File: src/core/cmi_map.svh
// Register offsets, field positions and reset values of the compare match interrupt block
`ifndef CMI_MAP_SVH
`define CMI_MAP_SVH

// ==========================================================
// Byte offsets inside the slave window
`define CMI_CTRL_OFF      8'h00
`define CMI_ENABLE_OFF    8'h04
`define CMI_STATUS_OFF    8'h08
`define CMI_CLEAR_OFF     8'h0C
`define CMI_SPRE_TAG      3'h1
`define CMI_MPRE_TAG      1'h1

// ==========================================================
// Control word fields
`define CMI_CTRL_GEN_BIT  0
`define CMI_CTRL_MODE_BIT 1
`define CMI_CTRL_SEL_LSB  4

// ==========================================================
// Reset values
`define CMI_CTRL_RST      32'h0000_0000
`define CMI_ENABLE_RST    8'h00
`define CMI_PRESET_RST    32'h0000_0000

`endif

File: src/core/cmi_pkg.sv
// Types and shared helpers of the compare match interrupt block
package cmi_pkg;

  typedef enum logic {CMI_SINGLE, CMI_MULTI} cmi_mode_e;
  typedef enum logic {CMI_IDLE, CMI_DATA} cmi_bus_e;

  // Lane of value y of multi channel ch inside the 32-lane compare array
  function automatic logic [4:0] cmi_lane(input logic [1:0] ch, input logic [2:0] y);
    return {ch, y};
  endfunction

endpackage

File: src/core/cmi_match_if.sv
// Carrier between the top and one compare array
`timescale 1ns/1ps
interface cmi_match_if #(
  parameter int N = 8,
  parameter int W = 32
);
  logic [W-1:0] cur [N];
  logic [W-1:0] pre [N];
  logic [N-1:0] hit;
  logic [1:0]   sel;
  logic [7:0]   line;

  modport cmp (input cur, input pre, input sel, output hit, output line);
  modport src (output cur, output pre, output sel, input hit, input line);
endinterface

File: src/core/cmi_single_cmp.sv
// Single-value compare array: one match pulse per counting channel
`timescale 1ns/1ps
module cmi_single_cmp
  import cmi_pkg::*;
#(
  parameter int N = 8,
  parameter int W = 32
) (
  input wire logic  hclk,
  input wire logic  hresetn,
  cmi_match_if.cmp  m
);
  logic [N-1:0] eq_prev_r;
  logic [N-1:0] hit_r;
  wire  [N-1:0] eq;

  genvar i;
  for (i = 0; i < N; i++) begin : g_lane
    assign eq[i] = (m.cur[i] == m.pre[i]);

  end

  // Pulse once, the cycle after equality appears, so a parked counter does not re-fire
  always_ff @(posedge hclk or negedge hresetn) begin
    if (!hresetn) begin
      eq_prev_r <= '0;
      hit_r     <= '0;
    end else begin
      eq_prev_r <= eq;
      hit_r     <= eq & ~eq_prev_r;
    end
  end

  assign m.hit  = hit_r;
  assign m.line = hit_r[7:0];
endmodule // cmi_single_cmp

File: src/core/cmi_multi_cmp.sv
// Multi-value compare array: eight values for each of channels 0-3
`timescale 1ns/1ps
module cmi_multi_cmp
  import cmi_pkg::*;
#(
  parameter int W = 32
) (
  input wire logic  hclk,
  input wire logic  hresetn,
  cmi_match_if.cmp  m
);
  logic [31:0] eq_prev_r;
  logic [31:0] hit_r;
  wire  [31:0] eq;

  genvar j;
  for (j = 0; j < 32; j++) begin : g_lane
    assign eq[j] = (m.cur[j] == m.pre[j]);

  end

  always_ff @(posedge hclk or negedge hresetn) begin
    if (!hresetn) begin
      eq_prev_r <= '0;
      hit_r     <= '0;
    end else begin
      eq_prev_r <= eq;
      hit_r     <= eq & ~eq_prev_r;
    end
  end

  // Only the selected channel reaches the lines; value y drives line y
  assign m.hit  = hit_r;
  assign m.line = hit_r[{m.sel, 3'b000} +: 8];
endmodule // cmi_multi_cmp

File: src/core/cmi_top.sv
// Compare match interrupt block with AHB-Lite register slave
//
// The implementer's own choices: the AHB-Lite register port and the address map.
`timescale 1ns/1ps
`include "cmi_map.svh"
module cmi_top
  import cmi_pkg::*;
#(
  parameter int W = 32
) (
  input  wire logic           hclk,
  input  wire logic           hresetn,
  input  wire logic           hsel,
  input  wire logic [31:0]    haddr,
  input  wire logic [1:0]     htrans,
  input  wire logic           hwrite,
  input  wire logic [2:0]     hsize,
  input  wire logic [31:0]    hwdata,
  input  wire logic           hready,
  output logic                hreadyout,
  output logic                hresp,
  output logic      [31:0]    hrdata,
  input  wire logic [8*W-1:0] current_count_value,
  output logic      [7:0]     compare_event_task,
  output logic      [7:0]     single_match_pulse,
  output logic      [31:0]    multi_match_pulse
);

  // ==========================================================
  // Registers
  cmi_bus_e    bus_r;
  logic [7:0]  addr_r;
  logic        wr_r;
  logic        hready_r;
  logic [31:0] hrdata_r;
  logic        gen_r;
  cmi_mode_e   mode_r;
  logic [1:0]  sel_r;
  logic [7:0]  en_r;
  logic [7:0]  irq_r;
  logic [7:0]  irq_nxt;
  logic [W-1:0] spre_r [8];
  logic [W-1:0] mpre_r [32];

  // ==========================================================
  // Compare arrays
  cmi_match_if #(.N(8),  .W(W)) s_if ();
  cmi_match_if #(.N(32), .W(W)) m_if ();

  genvar i;
  for (i = 0; i < 8; i++) begin : g_single
    assign s_if.cur[i] = current_count_value[i*W +: W];
    assign s_if.pre[i] = spre_r[i];
  end
  // Channels 0-3 each feed eight lanes, one per preset value
  for (i = 0; i < 32; i++) begin : g_multi
    assign m_if.cur[i] = current_count_value[(i/8)*W +: W];
    assign m_if.pre[i] = mpre_r[i];
  end
  assign s_if.sel = sel_r;
  assign m_if.sel = sel_r;

  cmi_single_cmp #(.N(8), .W(W)) u_single (
    .hclk    (hclk),
    .hresetn (hresetn),
    .m       (s_if)
  );

  cmi_multi_cmp #(.W(W)) u_multi (
    .hclk    (hclk),
    .hresetn (hresetn),
    .m       (m_if)
  );

  // ==========================================================
  // Bus decode
  wire        take     = hsel & htrans[1] & hready;
  wire        data_ph  = (bus_r == CMI_DATA);
  wire        wr_go    = data_ph & wr_r;
  wire        hit_ctrl = (addr_r == `CMI_CTRL_OFF);
  wire        hit_en   = (addr_r == `CMI_ENABLE_OFF);
  wire        hit_stat = (addr_r == `CMI_STATUS_OFF);
  wire        hit_clr  = (addr_r == `CMI_CLEAR_OFF);
  wire        hit_spre = (addr_r[7:5] == `CMI_SPRE_TAG);
  wire        hit_mpre = (addr_r[7] == `CMI_MPRE_TAG);
  wire [2:0]  spre_idx = addr_r[4:2];
  wire [4:0]  mpre_idx = cmi_lane(addr_r[6:5], addr_r[4:2]);
  wire [31:0] ctrl_word = (32'(gen_r) << `CMI_CTRL_GEN_BIT)
                        | (32'(mode_r) << `CMI_CTRL_MODE_BIT)
                        | (32'(sel_r) << `CMI_CTRL_SEL_LSB);
  wire [31:0] rd_mux = hit_ctrl ? ctrl_word :
                       hit_en   ? {24'h0, en_r} :
                       hit_stat ? {24'h0, irq_r} :
                       hit_spre ? 32'(spre_r[spre_idx]) :
                       hit_mpre ? 32'(mpre_r[mpre_idx]) : 32'h0000_0000;

  // ==========================================================
  // Interrupt state
  wire [7:0] clr_vec  = (wr_go & hit_clr) ? hwdata[7:0] : 8'h00;
  wire [7:0] src_line = (mode_r == CMI_MULTI) ? m_if.line : s_if.line;
  wire [7:0] set_vec  = {8{gen_r}} & en_r & src_line;

  // Set beats clear; dropping the global enable wipes all lines
  assign irq_nxt = gen_r ? ((irq_r & ~clr_vec) | set_vec) : 8'h00;

  // ==========================================================
  // Bus state machine: one wait state so read data comes from a flop
  always_ff @(posedge hclk or negedge hresetn) begin
    if (!hresetn) begin
      bus_r    <= CMI_IDLE;
      addr_r   <= 8'h00;
      wr_r     <= 1'b0;
      hready_r <= 1'b1;
      hrdata_r <= 32'h0000_0000;
    end else begin
      case (bus_r)
        CMI_IDLE: begin
          if (take) begin
            bus_r    <= CMI_DATA;
            addr_r   <= haddr[7:0];
            wr_r     <= hwrite;
            hready_r <= 1'b0;
          end
        end
        CMI_DATA: begin
          bus_r    <= CMI_IDLE;
          hready_r <= 1'b1;
          if (!wr_r) begin
            hrdata_r <= rd_mux;
          end
        end
        default: begin
          bus_r    <= CMI_IDLE;
          hready_r <= 1'b1;
        end
      endcase
    end
  end

  // ==========================================================
  // Control and preset registers
  always_ff @(posedge hclk or negedge hresetn) begin
    if (!hresetn) begin
      gen_r  <= 1'(`CMI_CTRL_RST >> `CMI_CTRL_GEN_BIT);
      mode_r <= CMI_SINGLE;
      sel_r  <= 2'h0;
      en_r   <= `CMI_ENABLE_RST;
    end else if (wr_go & hit_ctrl) begin
      gen_r  <= hwdata[`CMI_CTRL_GEN_BIT];
      mode_r <= cmi_mode_e'(hwdata[`CMI_CTRL_MODE_BIT]);
      sel_r  <= hwdata[`CMI_CTRL_SEL_LSB +: 2];
    end else if (wr_go & hit_en) begin
      en_r   <= hwdata[7:0];
    end
  end

  always_ff @(posedge hclk or negedge hresetn) begin
    if (!hresetn) begin
      for (int k = 0; k < 8; k++) begin
        spre_r[k] <= W'(`CMI_PRESET_RST);
      end
      for (int k = 0; k < 32; k++) begin
        mpre_r[k] <= W'(`CMI_PRESET_RST);
      end
    end else if (wr_go & hit_spre) begin
      spre_r[spre_idx] <= W'(hwdata);
    end else if (wr_go & hit_mpre) begin
      mpre_r[mpre_idx] <= W'(hwdata);
    end
  end

  always_ff @(posedge hclk or negedge hresetn) begin
    if (!hresetn) begin
      irq_r <= 8'h00;
    end else begin
      irq_r <= irq_nxt;
    end
  end

  // ==========================================================
  // Outputs
  assign hreadyout          = hready_r;
  assign hresp              = 1'b0;
  assign hrdata             = hrdata_r;
  assign compare_event_task = irq_r;
  assign single_match_pulse = s_if.hit;
  assign multi_match_pulse  = m_if.hit;

  // Line history flop: the rising-line checks need last cycle's state as a plain signal
  logic [7:0] irq_prev_r;

  always_ff @(posedge hclk or negedge hresetn) begin
    if (!hresetn) begin
      irq_prev_r <= 8'h00;
    end else begin
      irq_prev_r <= irq_r;
    end
  end

  wire [7:0] new_irq  = compare_event_task & ~irq_prev_r;
  wire [7:0] both_hit = set_vec & clr_vec;
  wire [7:0] drop_vec = clr_vec & ~set_vec;
  wire       rd_go    = data_ph & ~wr_r;
endmodule // cmi_top

File: config.mk
export PLATFORM = sky130hd
export DESIGN_NAME = cmi_top
export DESIGN_NICKNAME = d
export VERILOG_FILES = /design/src/core/cmi_pkg.sv /design/src/core/cmi_match_if.sv /design/src/core/cmi_single_cmp.sv /design/src/core/cmi_multi_cmp.sv /design/src/core/cmi_top.sv
export VERILOG_INCLUDE_DIRS = /design/src /design/src/core
export SDC_FILE = /design/constraint.sdc
export NUM_CORES = 2
export LEC_CHECK = 0
export ABC_CLOCK_PERIOD_IN_PS = 2540
export BUFFER_PORTS_ARGS = -buffer_cell sky130_fd_sc_hd__buf_2
export CAP_MARGIN = 40
export CELL_PAD_IN_SITES_DETAIL_PLACEMENT = 0
export CELL_PAD_IN_SITES_GLOBAL_PLACEMENT = 1
export CORE_MARGIN = 1
export CORE_UTILIZATION = 30
export DETAILED_ROUTE_END_ITERATION = 16
export HOLD_SLACK_MARGIN = 0.03
export PLACE_DENSITY_LB_ADDON = 0.1
export SLEW_MARGIN = 20
export SYNTH_ARGS = -nofsm -noshare
export SYNTH_HDL_FRONTEND = slang
export SYNTH_HIERARCHICAL = 1
export SYNTH_SLANG_ARGS = --single-unit
File: constraint.sdc
create_clock -name hclk -period 2.54 [get_ports hclk]
set_clock_uncertainty 0.1 [all_clocks]
set_input_delay 0.381 -clock hclk [delete_from_list [all_inputs] [get_ports hclk]]
set_output_delay 0.381 -clock hclk [all_outputs]
set_load 0.02 [all_outputs]
* Yosys cells after proc, flatten, opt, wreduce, memory -nomap -nowiden
Cells that the tools add are included.
Cells by class: add/subtract/negate cells 0, multipliers 0, div/mod/pow operators 0, magnitude comparators 4, eq/ne operators 45, shift-type cells 1, muxes and demuxes 24, bitwise operators 25, reductions and logical operators 7
Operators with widths (number):
- == test 32 bit | 40
- bitwise mux 1024 bit | 1
- 2-to-1 mux 32 bit | 11
- bitwise mux 256 bit | 1
- binary-select mux 32 bit (select 5 bit) | 1
- demux 32 bit (select 5 bit) | 1
- binary-select mux 32 bit (select 3 bit) | 1
- demux 32 bit (select 3 bit) | 1
- bitwise AND 32 bit | 1
- bitwise AND 8 bit | 4
- NOT 32 bit | 1
- variable part select 32 x 6 -> 8 bit | 1
- 2-to-1 mux 8 bit | 3
- == test 8 x 4 -> 1 bit, second input constant | 2
- NOT 8 bit | 2
- bitwise AND 1 bit | 8
- == test 8 x 3 -> 1 bit, second input constant | 1
- zero test 8 bit | 1
- OR 8 bit | 1
- AND reduction 2 bit | 4
- >= comparator 6 bit, second input constant | 1
- less-than comparator 6 x 1 -> 1 bit, second input constant | 1
- NOT 5 -> 6 bit | 1
- OR 2 x 6 -> 6 bit | 1
- other kinds (10) | 16
Word-level totals: flip-flop bits (word level) 1423, latch bits 0, memory bits (writable) 0, bits in read-only memories 0, input bits 330, memories kept 0

* Depth between registers and ports, before layout
word-level depth 9, depth in mapped cells 10, depth with buffers taken out 5

* Hierarchy
Netlist, hierarchy kept.
By module, submodules not included:
- cmi_top | instances 1, cells an instance 4307, area each 60717.0 µm², seq. area each 33608.5 µm²
- cmi_multi_cmp | instances 1, cells an instance 1487, area each 13153.9 µm², seq. area each 1601.5 µm²
- cmi_single_cmp | instances 1, cells an instance 379, area each 3340.7 µm², seq. area each 400.4 µm²

* Worst setup path before layout
OpenSTA, ideal clock, no wires.
path kind register -> register, start register addr_r[3], end register hrdata_r[2] (netlist: hrdata[2]), library setup time 141 ps, data arrival time 2076 ps, setup slack 224 ps, stages on the path, launching flop included 9, buffers on the path 3, period minus slack after synthesis 2316 ps, path through dfrtp_1 -> buf_2 -> buf_4 -> clkbuf_1 -> mux2i_1 -> o22ai_1 -> or4_1 -> o21ai_0 -> a31oi_1
On the way: longest elaborated chain between the ends 9, elaborated cells between the ends (all ways) 16, those cells by class eq/ne: 2; mux: 11; bitwise: 2; reduce/logical: 1
RTL lines:
- start, declared | line cmi_top.sv:32 | logic [7:0] addr_r;
- start signal, assigned | line cmi_top.sv:120 | addr_r <= haddr[7:0];
- NOT 5 -> 6 bit (implied by the code) | line cmi_top.sv:95 | hit_mpre ? 32'(mpre_r[mpre_idx]) : 32'h0000_0000;
- binary-select mux 32 bit (select 5 bit) | line cmi_top.sv:95
- 2-to-1 mux 32 bit (implied by the code) (2 in a row) | line cmi_top.sv:95
- 2-to-1 mux 32 bit | line cmi_top.sv:95
- 2-to-1 mux 32 bit | line cmi_top.sv:94 | hit_spre ? 32'(spre_r[spre_idx]) :
- 2-to-1 mux 32 bit | line cmi_top.sv:93 | hit_stat ? {24'h0, irq_r} :
- 2-to-1 mux 32 bit | line cmi_top.sv:92 | hit_en ? {24'h0, en_r} :
- 2-to-1 mux 32 bit (*) | line cmi_top.sv:91 | wire [31:0] rd_mux = hit_ctrl ? ctrl_word :
- end signal, assigned | line cmi_top.sv:129 | hrdata_r <= rd_mux;
- end, declared | line cmi_top.sv:35 | logic [31:0] hrdata_r;
Mark *: on every way between the ends. The rest lies on a longest branch, timed or not. The select of a mux whose other input is x is not followed. A chain may end at the register's enable or synchronous reset.

* Final worst setup path
start register addr_r[3], end register hrdata_r[5] (netlist: hrdata[5])
The elaborated chain is that of the path after synthesis.

==> flow_summary.toml <==
[logic_synthesis]
synth.area.top_cells = "dfrtp_1 46%, mux2_2 19%, xor2_1 15%"
post_synthesis_cell_count = 6173
ys_seq_elements = 1423
synth_flop_cell = "dfrtp_1"
async_flop_share = 1.000
synth.lib_cells_used.distinct = 51
synth.cell_area_um2 = 77210
synth.net_count = 6503
synth_enable_flop_cells = 0
yosysTopAreaCellShare = 0.4609
synth_seq_area_share = 0.4612
synthDominantAreaCellType = "dfrtp_1"
yosysWarningCount = 6
synthesis.area_per_instance_um2 = 12.51

[place]
finalWeightedCongestion = 0.9907
dpl_worst_slack_ns = -0.8107
hpwl_after_detailed_placement_mm = 310.4
port-buffer-count = 382

[run_status]
violations_in_the_final_reports = "negative setup slack"
run_status = "finished with violations"

[finish]
final_layout_fill_cell_count = 24320
number_of_nets_in_the_final_layout = 7908
final-seq-area_um2 = 35630
final_layout_size_suffix_gt1_frac = 0.4666
multiInputGateArea_um2 = 43640
layout-area-overhead-vs-synth_pct = 37.12

[floorplan]
fp.dieArea_um2 = 259400
io_count = 412
core_area_um2 = 255100
chipHeight_um = 509.3
die_w_um = 509.3
initial_utilization = 0.3027
rows = 185

[routing]
totalWireLength_mm = 428.5
detail_route.iter0.violations = 5866
routed-via-count = 61120
route.detailed.vias_per_inst = 5.499
wl_per_cell_um = 38.55
detailedRoute.firstPassIterationCount = 5
drc = 0
antenna_violating_nets_post_route = 0

[timing]
post-route-min-period_ns = 2.818
tightest_slew_ns = 0.9500
fmax_ghz = 0.3548
tns_ns = -87.29
setup_repair_after_global_routing_missed_its_margin = "yes"
final-hold-violation-count = 0
hold-worst-slack_ns = 0.05240
timing.max_slew.rel_slack = 0.3667
fin_crit_sh = 1.110
worst_slack_ns = -0.2785
maxSlewViolCount = 0
final-setup-viol-count = 895

[critical_path]
crit_path_start_kind = "flop"
timing.critical_path.cells = "buf_12 -> buf_6 -> buf_12 -> buf_16 -> mux2i_2 -> o22ai_1 -> or4_4 -> o21ai_2 -> buf_4 -> a21oi_1"
cpPeakStageDelay_ns = 0.55
crit-reg2reg-capture = "hrdata[5]"
path_class = "reg -> reg"
path_depth = 10
cp_top_family = "buffers and inverters"
timing.critical_path.from = "addr_r[3]"
worstPathMaxFanout = 11
buffers_and_inverters_on_the_worst_path = 5
worstRegToRegCells = 10
critical-path-slowest-cell = "or4_4"
setup.worst_path.end = "hrdata[5]"
critPathArrivalTime_ns = 3.46
critical_path_required_ns = 3.18
r2r_setup_slack_ns = -0.28
setup.worst_path.end_class = "flop"
launching_point_of_the_worst_reg2reg_path = "addr_r[3]"
critPathMostFrequentCell = "buf_12"

[global_route]
grt_start_max_net_pins = 110
total_congestion_overflow = 0
grt_pass1_vias = 60370
gr-usage-all-layers = 0.3158
wire_length_of_the_first_global_routing_pass_mm = 553.4
initial_antenna_violation_count = 75

[clocking]
max-clock-path-buffers = 3
cts_made_buffers = 180
cts-root-buf = "clkbuf_16"
path_clk_slew_ns = 0.06
numClockSinks = 1423
clock_insertion_delay_worst_skew_ns = 0.86
ctsHtreeMaxLevel = 4
tritoncts_clock_tree = "built"

[power]
vdd_ir_drop_max_mv = 0.7647
power_uw = 65090
static-leakage-power_uw = 0.04997
power-per-cell-area_nw_per_um2 = 614.8

[worst_hold_path]
timing.hold.worst.class = "in -> reg"

[run]
max_cap_viol_count = 0
[worst reg2reg max path, cell delays in order, from the launching register on]
cell	delay (ns)
dfrtp_4	0.47
buf_12	0.22
buf_6	0.14
buf_12	0.14
buf_16	0.18
mux2i_2	0.42
o22ai_1	0.13
or4_4	0.55
o21ai_2	0.15
buf_4	0.15
a21oi_1	0.06
[what timing repair did]
| item | CTS | global route |
|---|---|---|
| cloned | 30 | 40 |
| hold buffers | 88 | 10 |
| gates resized for setup | 532 | 586 |
| endpoints found under the hold margin | 1506 | 3 |
| setup buffers | 92 | 79 |
| endpoints found under the setup margin | 697 | 431 |
| pin swaps | 77 | 103 |
[sequential cells by signal (all words and copies together) (netlist names), 8 cells and up]
signal,flops
compare_event_task,8
u_single/m.hit,8
hrdata,32
u_multi/m.hit,32
m_if.pre,1024
s_if.pre,256
u_multi/eq_prev_r,32
addr_r,8
en_r,8
u_single/eq_prev_r,8
[final cells by class]
type | instances | share of cell area
Clock inverter | 53 | 0.004928
Multi-Input combinational cell | 4318 | 0.4122
Timing Repair Buffer | 1649 | 0.1543
Clock buffer | 273 | 0.05138
Inverter | 6 | 0.0002482
Tap cell | 3366 | 0.03978
Antenna cell | 27 | 0.0006382
Sequential cell | 1423 | 0.3365
[synth_stat cells (43+ instances only)]
cell type,number
buf_2,198
clkbuf_1,180
dfrtp_1,1422
mux2_2,1284
mux2i_1,522
mux4_2,70
nand2_1,124
nand4_1,75
nor2_1,69
nor3_1,43
nor4_1,308
o21ai_0,48
o22ai_1,264
or4_1,61
xor2_1,1280
[per-stage QoR]
stage	instances	instance area, µm²	util
floorplan	6173	77210	-
global placement	10460	91030	0.3569
detailed placement	10470	91130	0.3573
CTS	10990	102000	0.3997
global route	11100	105800	0.4149
finish	11120	105900	0.4151
[cell families after synthesis]
group | share of synthesized area
multiplexers | 0.2781
flip-flops | 0.4612
XOR/XNOR | 0.1452
AND/OR/NAND/NOR | 0.05921
buffers and inverters | 0.02588
AO/OA/AOI/OAI | 0.03034
other | 0.00004857
[cells in the final DEF, fill, tap and decap left out, drive strengths merged, types with 3 or more instances in the layout]
cell	instances
or4b	4
a221oi	6
a22oi	30
nor2	72
nand3	5
mux2	1303
bufinv	7
mux4	70
nand2	125
nand4b	5
nor3	44
nand2b	4
nand4bb	6
buf	1520
inv	10
or4	62
nor2b	18
dfrtp	1422
dlygate4sd3	91
o21ai	57
diode	27
nor4	333
clkinv	40
mux2i	522
xor2	1280
or2	4
bufbuf	6
or3	3
nand4	75
o22ai	264
clkbuf	305
a21oi	12
[worst min-delay path by stage]
stage	slack, ns	endpoint	start	cells after the start
after global placement	0.20	s_if.pre[20]	hresetn	1
after detailed placement	0.20	s_if.pre[20]	hresetn	1
after CTS	0.03	m_if.pre[714]	hwdata[10]	3
final	0.05	m_if.pre[627]	hwdata[19]	3
after global routing	0.06	m_if.pre[649]	hwdata[9]	3
after floorplan	-0.01	addr_r[0]	hresetn	0
[where the power goes]
part | leakage, µW | total, µW | internal [µW] | switching, µW
combinational | 0.0278 | 14000 | 6210 | 7780
sequential | 0.0192 | 24700 | 23500 | 1290
clock | 0.00297 | 26400 | 15400 | 10900
total | 0.0500 | 65100 | 45100 | 20000
[per-layer routing]
layer,vias up,track usage,part of all wire
met5,-,0,0.00048
met4,30,0.1483,0.052
li1,25260,-,-
met2,2516,0.4953,0.44
met1,32680,0.4225,0.43
met3,637,0.05372,0.069
(Power assumes the default switching activity.)
